## src/oft_pkg.sv

```systemverilog
// What this block does
// - Sixteen-bit bus, two-clock accesses, no waits
// - Pipeline holds two words, prefetches up to three
// - Branch takes at least three bus cycles
// - Branch prefetches only words it needs
// - Late displacement adds one clock delay
// - Next prefetch waits until next instruction is taken
// - Short extension word waits one cycle first
// - Long operand: two bus cycles, plus two clocks
// - Pending write runs during next instruction head
// - Head busy: prefetches move mid or after tail
// - Saved clocks equal min of tail, head
// - Head is free cycles at instruction start
// - Tail is cycles spent on own bus access
// - Entry gives clocks plus read/fetch counts
// - Register operand costs zero clocks, no access
// - Indirect/postinc 1/1/3, predec 2/2/4
// - Absolute word 1/3/5, long 1/5/7
// - Immediate 1/1/3, long immediate 1/3/5
// - Short indexed or index-only 4/2/8
// - Absolute-base indirect 1/5/9, three fetches
// - Unhidden tail adds when next head zero
// - Change of flow: two idle clocks, one prefetch
package oft_pkg;
   localparam int unsigned BUS_W        = 16;
   localparam logic [3:0]  BUS_CLKS     = 4'h2;
   localparam logic [3:0]  LONG_ADD     = 4'h2;
   localparam logic [3:0]  COF_IDLE     = 4'h2;
   localparam logic [3:0]  BR_MIN_CYC   = 4'h3;
   localparam logic [3:0]  EXT_WAIT     = 4'h1;
   localparam logic [3:0]  DISP_LATE    = 4'h1;
   localparam int unsigned PIPE_MIN     = 2;
   localparam int unsigned PIPE_MAX     = 3;
   localparam int unsigned NUM_MODES    = 16;

   typedef enum logic [3:0] {
      OFT_M_DREG, OFT_M_AREG, OFT_M_IND, OFT_M_POSTINC, OFT_M_PREDEC, OFT_M_DISP16,
      OFT_M_ABSW, OFT_M_ABSL, OFT_M_IMMB, OFT_M_IMMW, OFT_M_IMML, OFT_M_IDX8,
      OFT_M_SUPP, OFT_M_MI_D16, OFT_M_MI_D32, OFT_M_MI_IDX
   } oft_mode_t;

   // Packed table entry: head, tail, cycles, reads, prefetches, long-sensitive
   typedef struct packed {
      logic [3:0] head;
      logic [3:0] tail;
      logic [3:0] cyc;
      logic [1:0] rd;
      logic [1:0] pf;
      logic       xrd;
   } oft_ent_t;
endpackage

```

## src/oft_mode_rom.sv

```systemverilog
`timescale 1ns/1ps
`default_nettype none
module oft_mode_rom (
   input  wire logic               mclk,
   input  wire logic               rst_b,
   input  wire logic [3:0]         mode,
   output var oft_pkg::oft_ent_t   ent_q
);
   oft_pkg::oft_ent_t ent_d;

   // Word-size fetch timing per operand location mode
   always_comb begin
      ent_d = '0;
      case (oft_pkg::oft_mode_t'(mode))
         oft_pkg::OFT_M_DREG,
         oft_pkg::OFT_M_AREG:    ent_d = '0;
         oft_pkg::OFT_M_IND,
         oft_pkg::OFT_M_POSTINC: ent_d = '{4'h1, 4'h1, 4'h3, 2'h1, 2'h0, 1'b1};
         oft_pkg::OFT_M_PREDEC:  ent_d = '{4'h2, 4'h2, 4'h4, 2'h1, 2'h0, 1'b1};
         oft_pkg::OFT_M_DISP16,
         oft_pkg::OFT_M_ABSW:    ent_d = '{4'h1, 4'h3, 4'h5, 2'h1, 2'h1, 1'b1};
         oft_pkg::OFT_M_ABSL:    ent_d = '{4'h1, 4'h5, 4'h7, 2'h1, 2'h2, 1'b1};
         oft_pkg::OFT_M_IMMB,
         oft_pkg::OFT_M_IMMW:    ent_d = '{4'h1, 4'h1, 4'h3, 2'h0, 2'h1, 1'b0};
         oft_pkg::OFT_M_IMML:    ent_d = '{4'h1, 4'h3, 4'h5, 2'h0, 2'h2, 1'b0};
         oft_pkg::OFT_M_IDX8,
         oft_pkg::OFT_M_MI_IDX:  ent_d = '{4'h4, 4'h2, 4'h8, 2'h1, 2'h1, 1'b1};
         oft_pkg::OFT_M_SUPP:    ent_d = '{4'h2, 4'h2, 4'h6, 2'h1, 2'h1, 1'b1};
         oft_pkg::OFT_M_MI_D16:  ent_d = '{4'h1, 4'h3, 4'h7, 2'h1, 2'h2, 1'b1};
         oft_pkg::OFT_M_MI_D32:  ent_d = '{4'h1, 4'h5, 4'h9, 2'h1, 2'h3, 1'b1};
         default:                ent_d = '0;
      endcase
   end

   // Registered read so the table looks like a small ROM
   always_ff @(posedge mclk or negedge rst_b) begin
      if (!rst_b) begin
         ent_q <= '0;
      end else begin
         ent_q <= ent_d;
      end
   end
endmodule
`default_nettype wire

```

## src/oft_sync3.sv

```systemverilog
`timescale 1ns/1ps
`default_nettype none
module oft_sync3 (
   input  wire logic mclk,
   input  wire logic rst_b,
   input  wire logic din,
   output logic      dout_q
);
   logic s1_q, s2_q, s3_q;
   logic s1_d, s2_d, s3_d, dout_d;

   // Level follows once second and third stages agree
   always_comb begin
      s1_d   = din;
      s2_d   = s1_q;
      s3_d   = s2_q;
      dout_d = (s2_q == s3_q) ? s3_q : dout_q;
   end

   always_ff @(posedge mclk or negedge rst_b) begin
      if (!rst_b) begin
         s1_q   <= 1'b0;
         s2_q   <= 1'b0;
         s3_q   <= 1'b0;
         dout_q <= 1'b0;
      end else begin
         s1_q   <= s1_d;
         s2_q   <= s2_d;
         s3_q   <= s3_d;
         dout_q <= dout_d;
      end
   end
endmodule
`default_nettype wire

```

## src/oft_seq.sv

```systemverilog
`timescale 1ns/1ps
`default_nettype none
// Operand location fetch sequencer with prefetch and trailing-write scheduling.
// One bus cycle at a time on a 16-bit synchronous port; every access takes
// exactly two clocks and the memory never inserts waits.
module oft_seq (
   input  wire logic                 mclk,
   input  wire logic                 rst_b,
   // Instruction request (same clock domain except the synchronized disp_late_pin)
   input  wire logic                 ins_valid,
   input  wire logic [3:0]           ins_mode,
   input  wire logic                 ins_long,
   input  wire logic                 ins_branch,
   input  wire logic                 ins_taken,
   input  wire logic                 ins_needs_ext,
   input  wire logic [3:0]           ins_op_head,
   input  wire logic [3:0]           ins_op_cyc,
   input  wire logic                 ins_write,
   input  wire logic                 ins_write_long,
   input  wire logic                 disp_late_pin,
   output logic                      ins_ready_q,
   output logic                      ins_done_q,
   // Memory bus
   output logic                      bus_req_q,
   output logic                      bus_fetch_q,
   output logic                      bus_write_q,
   output logic                      bus_idle_q,
   // Timing report
   output logic [3:0]                rep_head_q,
   output logic [3:0]                rep_tail_q,
   output logic [7:0]                rep_cyc_q,
   output logic [2:0]                rep_rd_q,
   output logic [2:0]                rep_pf_q,
   output logic [1:0]                rep_wr_q,
   output logic [3:0]                rep_saved_q,
   output logic [1:0]                pipe_words_q
);
   typedef enum logic [2:0] {
      OFT_S_IDLE, OFT_S_LOOK, OFT_S_HEAD, OFT_S_BODY, OFT_S_TAIL, OFT_S_REFILL
   } oft_state_t;

   oft_pkg::oft_ent_t ent_q;
   logic              disp_late_q;
   oft_state_t        st_q, st_d;
   logic [3:0]        cnt_q, cnt_d;
   logic [7:0]        tot_q, tot_d;
   logic [1:0]        bus_q, bus_d;        // Clocks left in current bus cycle
   logic              bus_wr_q, bus_wr_d;
   logic [1:0]        rd_left_q, rd_left_d;
   logic [1:0]        pf_left_q, pf_left_d;
   logic [1:0]        wr_pend_q, wr_pend_d;
   logic [1:0]        nwr_q, nwr_d;
   logic [1:0]        pipe_q, pipe_d;
   logic [3:0]        prev_tail_q, prev_tail_d;
   logic              ext_age_q, ext_age_d;
   logic              br_q, br_d, tk_q, tk_d, lng_q, lng_d, wr_q, wr_d, wl_q, wl_d;
   logic [3:0]        oph_q, oph_d, opc_q, opc_d;
   logic [3:0]        head_d, tail_d, saved_d;
   logic [7:0]        cyc_d;
   logic [2:0]        rrd_d, rpf_d;
   logic [1:0]        rwr_d;
   logic              done_d, ready_d, req_d, fetch_d, idle_d;
   logic              start_bus, want_rd, want_wr, want_pf;
   logic [3:0]        eff_tail, eff_cyc;
   logic [7:0]        br_min;

   oft_mode_rom u_rom (
      .mclk  (mclk),
      .rst_b (rst_b),
      .mode  (ins_mode),
      .ent_q (ent_q)
   );

   oft_sync3 u_sync (
      .mclk   (mclk),
      .rst_b  (rst_b),
      .din    (disp_late_pin),
      .dout_q (disp_late_q)
   );

   // Long operands of sized-read (xrd) modes add one bus cycle and two clocks to tail and total
   always_comb begin
      eff_tail = ent_q.tail;
      eff_cyc  = ent_q.cyc;
      if (lng_q && ent_q.xrd) begin
         eff_tail = ent_q.tail + oft_pkg::LONG_ADD;
         eff_cyc  = ent_q.cyc + oft_pkg::LONG_ADD;
      end
   end

   // Bus arbitration: operand reads beat trailing writes beat prefetches
   always_comb begin
      want_rd   = (st_q == OFT_S_BODY) && (rd_left_q != 2'h0);
      // Queued write waits for the next instruction's head, never the refill
      want_wr   = (wr_pend_q != 2'h0) && (st_q != OFT_S_IDLE) && (st_q != OFT_S_REFILL);
      // Only the refill's extra word grows the pipe, never past three words
      want_pf   = (pf_left_q != 2'h0) && ((st_q != OFT_S_REFILL) || (pipe_q < 2'(oft_pkg::PIPE_MAX)));
      // Late displacement clock comes on top of the branch minimum
      br_min    = 8'(oft_pkg::BR_MIN_CYC * oft_pkg::BUS_CLKS) + {7'h00, ext_age_q};
      start_bus = (bus_q == 2'h0) && (want_rd || want_wr || want_pf);
   end

   // Sequencer next state
   always_comb begin
      st_d      = st_q;
      cnt_d     = cnt_q;
      tot_d     = tot_q;
      bus_d     = (bus_q != 2'h0) ? bus_q - 2'h1 : 2'h0;
      bus_wr_d  = bus_wr_q;
      rd_left_d = rd_left_q;
      pf_left_d = pf_left_q;
      wr_pend_d = wr_pend_q;
      nwr_d     = nwr_q;
      pipe_d    = pipe_q;
      prev_tail_d = prev_tail_q;
      ext_age_d = ext_age_q;
      br_d = br_q; tk_d = tk_q; lng_d = lng_q; wr_d = wr_q; wl_d = wl_q;
      oph_d = oph_q; opc_d = opc_q;
      head_d = rep_head_q; tail_d = rep_tail_q; cyc_d = rep_cyc_q;
      rrd_d = rep_rd_q; rpf_d = rep_pf_q; rwr_d = rep_wr_q; saved_d = rep_saved_q;
      done_d  = 1'b0;
      ready_d = 1'b0;
      req_d   = 1'b0;
      fetch_d = 1'b0;
      idle_d  = 1'b0;
      if (st_q != OFT_S_IDLE) begin
         tot_d = tot_q + 8'h01;
      end
      // Launch one two-clock bus cycle when the bus is free
      if (start_bus) begin
         bus_d = 2'(oft_pkg::BUS_CLKS) - 2'h1;
         req_d = 1'b1;
         if (want_rd) begin
            rd_left_d = rd_left_q - 2'h1;
            bus_wr_d  = 1'b0;
         end else if (want_wr) begin
            wr_pend_d = wr_pend_q - 2'h1;
            nwr_d     = nwr_q + 2'h1;
            bus_wr_d  = 1'b1;
         end else begin
            pf_left_d = pf_left_q - 2'h1;
            // Extension prefetches only replace words already consumed
            if (st_q == OFT_S_REFILL) begin
               pipe_d = pipe_q + 2'h1;
            end
            fetch_d   = 1'b1;
            bus_wr_d  = 1'b0;
         end
      end
      case (st_q)
         OFT_S_IDLE: begin
            ready_d = 1'b1;
            // No bus cycle starts here; queued writes wait for the next instruction
            if (ins_valid && ins_ready_q) begin
               br_d = ins_branch; tk_d = ins_taken; lng_d = ins_long;
               wr_d = ins_write; wl_d = ins_write_long;
               oph_d = ins_op_head; opc_d = ins_op_cyc;
               ext_age_d = !ins_needs_ext;
               tot_d = 8'h00;
               nwr_d = 2'h0;
               ready_d = 1'b0;
               st_d  = OFT_S_LOOK;
            end
         end
         OFT_S_LOOK: begin
            // Table entry arrives this cycle
            rd_left_d = ent_q.xrd ? (lng_q ? 2'h2 : 2'h1) : ent_q.rd;
            pf_left_d = br_q ? 2'(oft_pkg::BR_MIN_CYC) - 2'h1 : ent_q.pf;
            head_d = ent_q.head;
            tail_d = eff_tail;
            // Clocks saved: lesser of previous tail and this head
            // Register operands have no location time; the operation head counts
            saved_d = (ent_q.cyc == 4'h0) ? oph_q : ent_q.head;
            saved_d = (prev_tail_q < saved_d) ? prev_tail_q : saved_d;
            rrd_d = 3'(rd_left_d);
            rpf_d = 3'(pf_left_d);
            cnt_d = ent_q.head;
            st_d  = (ent_q.cyc == 4'h0) ? OFT_S_BODY : OFT_S_HEAD;
            if (ent_q.cyc == 4'h0) begin
               cnt_d = 4'h0;
            end
         end
         OFT_S_HEAD: begin
            // Head clocks serve any pending write first; prefetch otherwise
            ext_age_d = 1'b1;
            if (cnt_q <= 4'h1) begin
               if (ext_age_q) begin
                  st_d  = OFT_S_BODY;
                  cnt_d = eff_cyc - ent_q.head - eff_tail;
               end
            end else begin
               cnt_d = cnt_q - 4'h1;
            end
         end
         OFT_S_BODY: begin
            if (cnt_q != 4'h0) begin
               cnt_d = cnt_q - 4'h1;
            end else if (rd_left_q == 2'h0 && !(start_bus && want_rd)) begin
               // Tail covers own access; next head zero leaves it exposed
               cnt_d = eff_tail + oph_q;
               st_d  = OFT_S_TAIL;
               ext_age_d = 1'b0;
            end
         end
         OFT_S_TAIL: begin
            // Prefetches blocked by a write get pushed past the tail
            if (cnt_q != 4'h0) begin
               cnt_d = cnt_q - 4'h1;
            end else if (pf_left_q == 2'h0 && wr_pend_q == 2'h0 && bus_q == 2'h0 && !start_bus) begin
               if (br_q && disp_late_q && !ext_age_q) begin
                  // Late displacement: hold one clock before using it
                  ext_age_d = 1'b1;
               end else begin
                  if (wr_q) begin
                     wr_pend_d = wr_pend_d + (wl_q ? 2'h2 : 2'h1);
                  end
                  if (br_q && tk_q) begin
                     cnt_d  = oft_pkg::COF_IDLE;
                     pipe_d = 2'(oft_pkg::PIPE_MIN);
                     pf_left_d = 2'h1;
                     st_d   = OFT_S_REFILL;
                  end else begin
                     st_d = OFT_S_IDLE;
                     done_d = 1'b1;
                  end
                  // Branch never shorter than three bus cycles; others report the table
                  cyc_d = br_q ? ((tot_q < br_min) ? br_min : tot_q) : {4'h0, eff_cyc};
                  rwr_d = nwr_q + ((wr_q) ? (wl_q ? 2'h2 : 2'h1) : 2'h0);
                  // Own trailing write belongs to the tail
                  prev_tail_d = eff_tail + (wr_q ? (wl_q ? oft_pkg::BUS_CLKS << 1 : oft_pkg::BUS_CLKS) : 4'h0);
                  pipe_d = (pipe_d > 2'(oft_pkg::PIPE_MIN)) ? pipe_d - 2'h1 : pipe_d;
               end
            end
         end
         OFT_S_REFILL: begin
            idle_d = 1'b1;
            if (cnt_q <= 4'h1) begin
               st_d   = OFT_S_IDLE;
               done_d = 1'b1;
               prev_tail_d = 4'h0;
               // An extra word the full pipe could not take is dropped
               pf_left_d = 2'h0;
            end else begin
               cnt_d = cnt_q - 4'h1;
            end
         end
         default: st_d = OFT_S_IDLE;
      endcase
   end

   always_ff @(posedge mclk or negedge rst_b) begin
      if (!rst_b) begin
         st_q <= OFT_S_IDLE;
         cnt_q <= 4'h0; tot_q <= 8'h00; bus_q <= 2'h0; bus_wr_q <= 1'b0;
         rd_left_q <= 2'h0; pf_left_q <= 2'h0; wr_pend_q <= 2'h0; nwr_q <= 2'h0;
         pipe_q <= 2'h2; prev_tail_q <= 4'h0; ext_age_q <= 1'b0;
         br_q <= 1'b0; tk_q <= 1'b0; lng_q <= 1'b0; wr_q <= 1'b0; wl_q <= 1'b0;
         oph_q <= 4'h0; opc_q <= 4'h0;
         ins_ready_q <= 1'b0; ins_done_q <= 1'b0;
         bus_req_q <= 1'b0; bus_fetch_q <= 1'b0; bus_write_q <= 1'b0; bus_idle_q <= 1'b0;
         rep_head_q <= 4'h0; rep_tail_q <= 4'h0; rep_cyc_q <= 8'h00;
         rep_rd_q <= 3'h0; rep_pf_q <= 3'h0; rep_wr_q <= 2'h0; rep_saved_q <= 4'h0;
         pipe_words_q <= 2'h2;
      end else begin
         st_q <= st_d;
         cnt_q <= cnt_d; tot_q <= tot_d; bus_q <= bus_d; bus_wr_q <= bus_wr_d;
         rd_left_q <= rd_left_d; pf_left_q <= pf_left_d; wr_pend_q <= wr_pend_d; nwr_q <= nwr_d;
         pipe_q <= pipe_d; prev_tail_q <= prev_tail_d; ext_age_q <= ext_age_d;
         br_q <= br_d; tk_q <= tk_d; lng_q <= lng_d; wr_q <= wr_d; wl_q <= wl_d;
         oph_q <= oph_d; opc_q <= opc_d;
         ins_ready_q <= ready_d; ins_done_q <= done_d;
         bus_req_q <= req_d; bus_fetch_q <= fetch_d; bus_write_q <= req_d & bus_wr_d;
         bus_idle_q <= idle_d;
         rep_head_q <= head_d; rep_tail_q <= tail_d; rep_cyc_q <= cyc_d;
         rep_rd_q <= rrd_d; rep_pf_q <= rpf_d; rep_wr_q <= rwr_d; rep_saved_q <= saved_d;
         pipe_words_q <= pipe_d;
      end
   end
endmodule
`default_nettype wire

```

## config.mk

```make
export PLATFORM = sky130hd
export DESIGN_NAME = oft_seq
export DESIGN_NICKNAME = d
export VERILOG_FILES = /design/src/oft_pkg.sv /design/src/oft_mode_rom.sv /design/src/oft_sync3.sv /design/src/oft_seq.sv
export SDC_FILE = /design/constraint.sdc
export NUM_CORES = 1
export LEC_CHECK = 0
export ABC_CLOCK_PERIOD_IN_PS = 2440
export BUFFER_PORTS_ARGS = -buffer_cell sky130_fd_sc_hd__buf_2
export CAP_MARGIN = 20
export CORE_ASPECT_RATIO = 0.6
export CORE_MARGIN = 5
export CORE_UTILIZATION = 53
export DETAILED_ROUTE_END_ITERATION = 16
export GPL_TIMING_DRIVEN = 1
export MAX_ROUTING_LAYER = met4
export PLACE_DENSITY = 0.88
export SLEW_MARGIN = 10
export SYNTH_ARGS = -nofsm -noshare
export SYNTH_HDL_FRONTEND = slang
export SYNTH_SLANG_ARGS = --single-unit
```

## constraint.sdc

```tcl
create_clock -name mclk -period 2.44 [get_ports mclk]
set_input_delay 0.366 -clock mclk [delete_from_list [all_inputs] [get_ports mclk]]
set_output_delay 0.366 -clock mclk [all_outputs]
set_load 0.01 [all_outputs]
```

==> impl_metrics.ini <==
[sta]
min_period_ns = 2.40
setup_viol = 0
fin_hold_ws_ns = 0.128
finalHoldViolCount = 0
finalCritPeriodShare = 0.986
max_freq_ghz = 0.416
rsz0062_at_grt = true
finalSetupTns_ns = 0
drv_slew = 0
max_slew_margin = 0.656
finalWorstSetupSlack_ns = 0.0352
worst_pin_slew_ns = 0.514
clock-skew-final_ns = 0.0107

[logic_synthesis]
synth_cell_types = 74
synthTopCellsByArea = dfrtp_1 (43%), ha_1 (6.8%), o21ai_0 (4.7%)
synthCells = 509
syn-cell-area_um2 = 4940
synth_area_leader_cell = dfrtp_1
synth.ff_latch_count = 86
synth_warnings = 0
synth_seq_area_share = 0.435
syn_avg_cell_area_um2 = 9.71
async_flop_share = 1.00
synth_top_area_share = 0.430
synth-edff-count = 0
ys_dominant_reg_cell = dfrtp_1

[route]
wl_per_cell_um = 17.4
ant_nets = 0
vias = 4135
dr.pass1.iters = 5
drt_iter0_drc = 404
routed_wl_um = 12200
drc = 0
viasPerCell = 5.90

[floorplanning]
coreArea_um2 = 9120
die_width_um = 135
placementRows = 27
start_util = 0.542
io_pins = 58
dieArea_um2 = 11400
fp.dieH_um = 84.8

[grt]
grt.overflow.total = 0
antenna_found_initial = 0
grt_pass1_vias = 4005
grtUsageMet1 = 0.325
grt_first_pass_wirelength_um = 20500
grt_max_degree = 55
grt_util_all_layers = 0.233
use_met2 = 0.349
grt.busiest_layer = met2
grt_util_met3 = 0.0474

[worst_setup_path]
critPathArrivalTime_ns = 2.63
r2r_start = u_rom.ent_q[11]$_DFF_PN0_
regToRegEndpoint = cnt_q[3]$_DFFE_PN0P_
cp-end-kind = flop
critPathMaxFanout = 3
required_ns = 2.67
crit_type = reg -> reg
setup.worst_path.start_class = flop
crit_start = u_rom.ent_q[11]$_DFF_PN0_
reg2reg_depth = 10
rrSetupSlack_ns = 0.04

[power]
clkPwrFrac = 0.194
swShare = 0.409
p_int_uw = 4430
ir_drop_mv = 0.532
powerDensity_nw_per_um2 = 1290
p_leak_uw = 0.00279
power.share.combinational = 0.484
p_sw_uw = 3060
power_frac_seq = 0.322

[clock_tree]
h-tree-depth = 3
clock-root-buffer = clkbuf_16
clk_latency_ns = 0.35
cts_buffers = 9
clock-sinks = 86
cts_tree = yes
cts.clk_slew.worst_paths_ns = 0.06
clockBufferDepth = 2

[placement]
hpwlAfterDp_um = 9280
numPortBuffers = 50
dp_slack_ns = -0.0260
gp_congestion = 0.947

[layout]
nNetsFinal = 634
syn_to_final_growth_pct = 17.5
n_antenna_cell = 0
drive_gt1_frac = 0.227

[min_path]
hold_start = disp_late_pin
hold_path.class = in -> reg
holdPathStages = 1
min_to = u_sync.s1_q$_DFF_PN0_

[run]
maxCapViolCount = 0

[run_status]
status = finished clean
-- stage by stage --
stage          std cells  area (µm²)  utilization  power (µW)
2_1_floorplan        511        4950            -        4790
6_report             701        5810        0.637        7490
5_1_grt              701        5810        0.637        8030
3_3_place_gp         684        5450        0.598        5710
4_1_cts              701        5800        0.636        7440
3_5_place_dp         684        5450        0.598        5920
-- cells in the final DEF, fill, tap and decap left out, types with 3 or more instances in the layout --
cell	count
dfrtp_1	84
nand2_1	59
buf_2	49
o21ai_0	46
inv_1	32
buf_4	30
nor2_1	27
ha_1	26
a21oi_1	22
mux2_2	14
nand3_1	12
xnor2_1	12
nor3_1	12
o211ai_1	10
mux2i_1	10
clkbuf_16	9
and2_1	8
xor2_1	7
nor2b_1	7
a31oi_1	7
nand2b_1	6
nand3b_1	4
fa_1	4
mux2_1	3
and3b_1	3
and3_1	3
o31ai_1	3
nand4_1	3
o21ai_1	3
inv_2	3
conb_1	3
-- sequential cells by signal (all words and copies together) (netlist names), 2 cells and up --
name / count
rep_rd_q: 2
rep_saved_q: 4
oph_q: 4
nwr_q: 2
rep_wr_q: 2
pipe_q: 2
tot_q: 8
prev_tail_q: 4
cnt_q: 4
rep_tail_q: 4
pf_left_q: 2
wr_pend_q: 2
st_q: 3
u_rom.ent_q: 11
bus_q: 2
rep_cyc_q: 8
rd_left_q: 2
rep_head_q: 2
rep_pf_q: 2
-- cells in the mapped netlist (all sizes together), types with 2 or more instances --
cell and number:
nor3b 2, and3 3, o221ai 3, or3b 3, inv 35, nand2 60
ha 27, or4 2, o31ai 4, xor2 8, fa 4, nand3 13
nor3 12, xnor2 12, nor2b 7, a31oi 7, a22oi 2, o21ai 49
and4bb 2, dfrtp 85, mux2i 10, nand4 3, mux2 18, or3 2
o211ai 10, a21oi 23, and3b 3, a32o 2, or2 2, nand2b 6
clkbuf 7, a211oi 2, a21o 2, buf 15, nand3b 4, and2 8
a31o 2, nor2 28
-- layout make-up --
type,instances,area [µm²]
Tap cell,116,145
Timing Repair Buffer,81,500
Inverter,35,131
Clock buffer,10,229
Sequential cell,86,2150
Multi-Input combinational cell,368,2570
Fill cell,716,3310
Clock inverter,5,83.8
-- kinds of logic after synthesis --
logic type	share of synthesized area
and+or+nand+nor	0.176
AOI/OAI and AO/OA	0.152
DFF	0.435
buffers and inverters	0.0521
adders and majority gates	0.0865
muxes	0.0620
xor gates and xnor gates	0.0354
other	0.000758
-- what timing repair did --
| action | CTS | global route |
|---|---|---|
| hold endpoints to repair | 32 | 0 |
| pin swaps | 1 | 7 |
| setup endpoints to repair | 2 | 6 |
| hold buffers | 1 | 0 |
| resized for setup | 1 | 5 |
| buffers inserted | 1 | 0 |
-- metal layers --
layer	vias up	wire length [µm]
li1	1920	-
met1	2015	5540
met2	183	5480
met3	17	1010
met4	0	167
met5	-	0
-- power groups by stage --
stage	Clock, µW	Sequential [µW]	Combinational [µW]
after global routing	1530	2480	4010
final	1450	2410	3630
after detailed placement	0	2400	3520
after floorplan	0	2290	2500
after CTS	1480	2390	3570
after global placement	0	2370	3340
-- worst max-delay path: stages, from the launching register on --
cell,delay (ns)
dfrtp_1,0.38
ha_1,0.29
mux2i_1,0.18
inv_1,0.10
fa_1,0.52
inv_2,0.05
ha_4,0.27
o211ai_1,0.10
and3b_1,0.20
mux2i_1,0.13
a21oi_1,0.08
-- worst max-delay path by stage --
| stage | endpoint | depth (start not counted) |
|---|---|---|
| finish | cnt_q[3]$_DFFE_PN0P_ | 10 |
| global route | cnt_q[3]$_DFFE_PN0P_ | 10 |
| CTS | cnt_q[2]$_DFFE_PN0P_ | 9 |
| detailed placement | cnt_q[2]$_DFFE_PN0P_ | 9 |
| global placement | cnt_q[2]$_DFFE_PN0P_ | 9 |
| floorplan | cnt_q[2]$_DFFE_PN0P_ | 9 |
No activity file was read; power rests on OpenSTA's default activity.
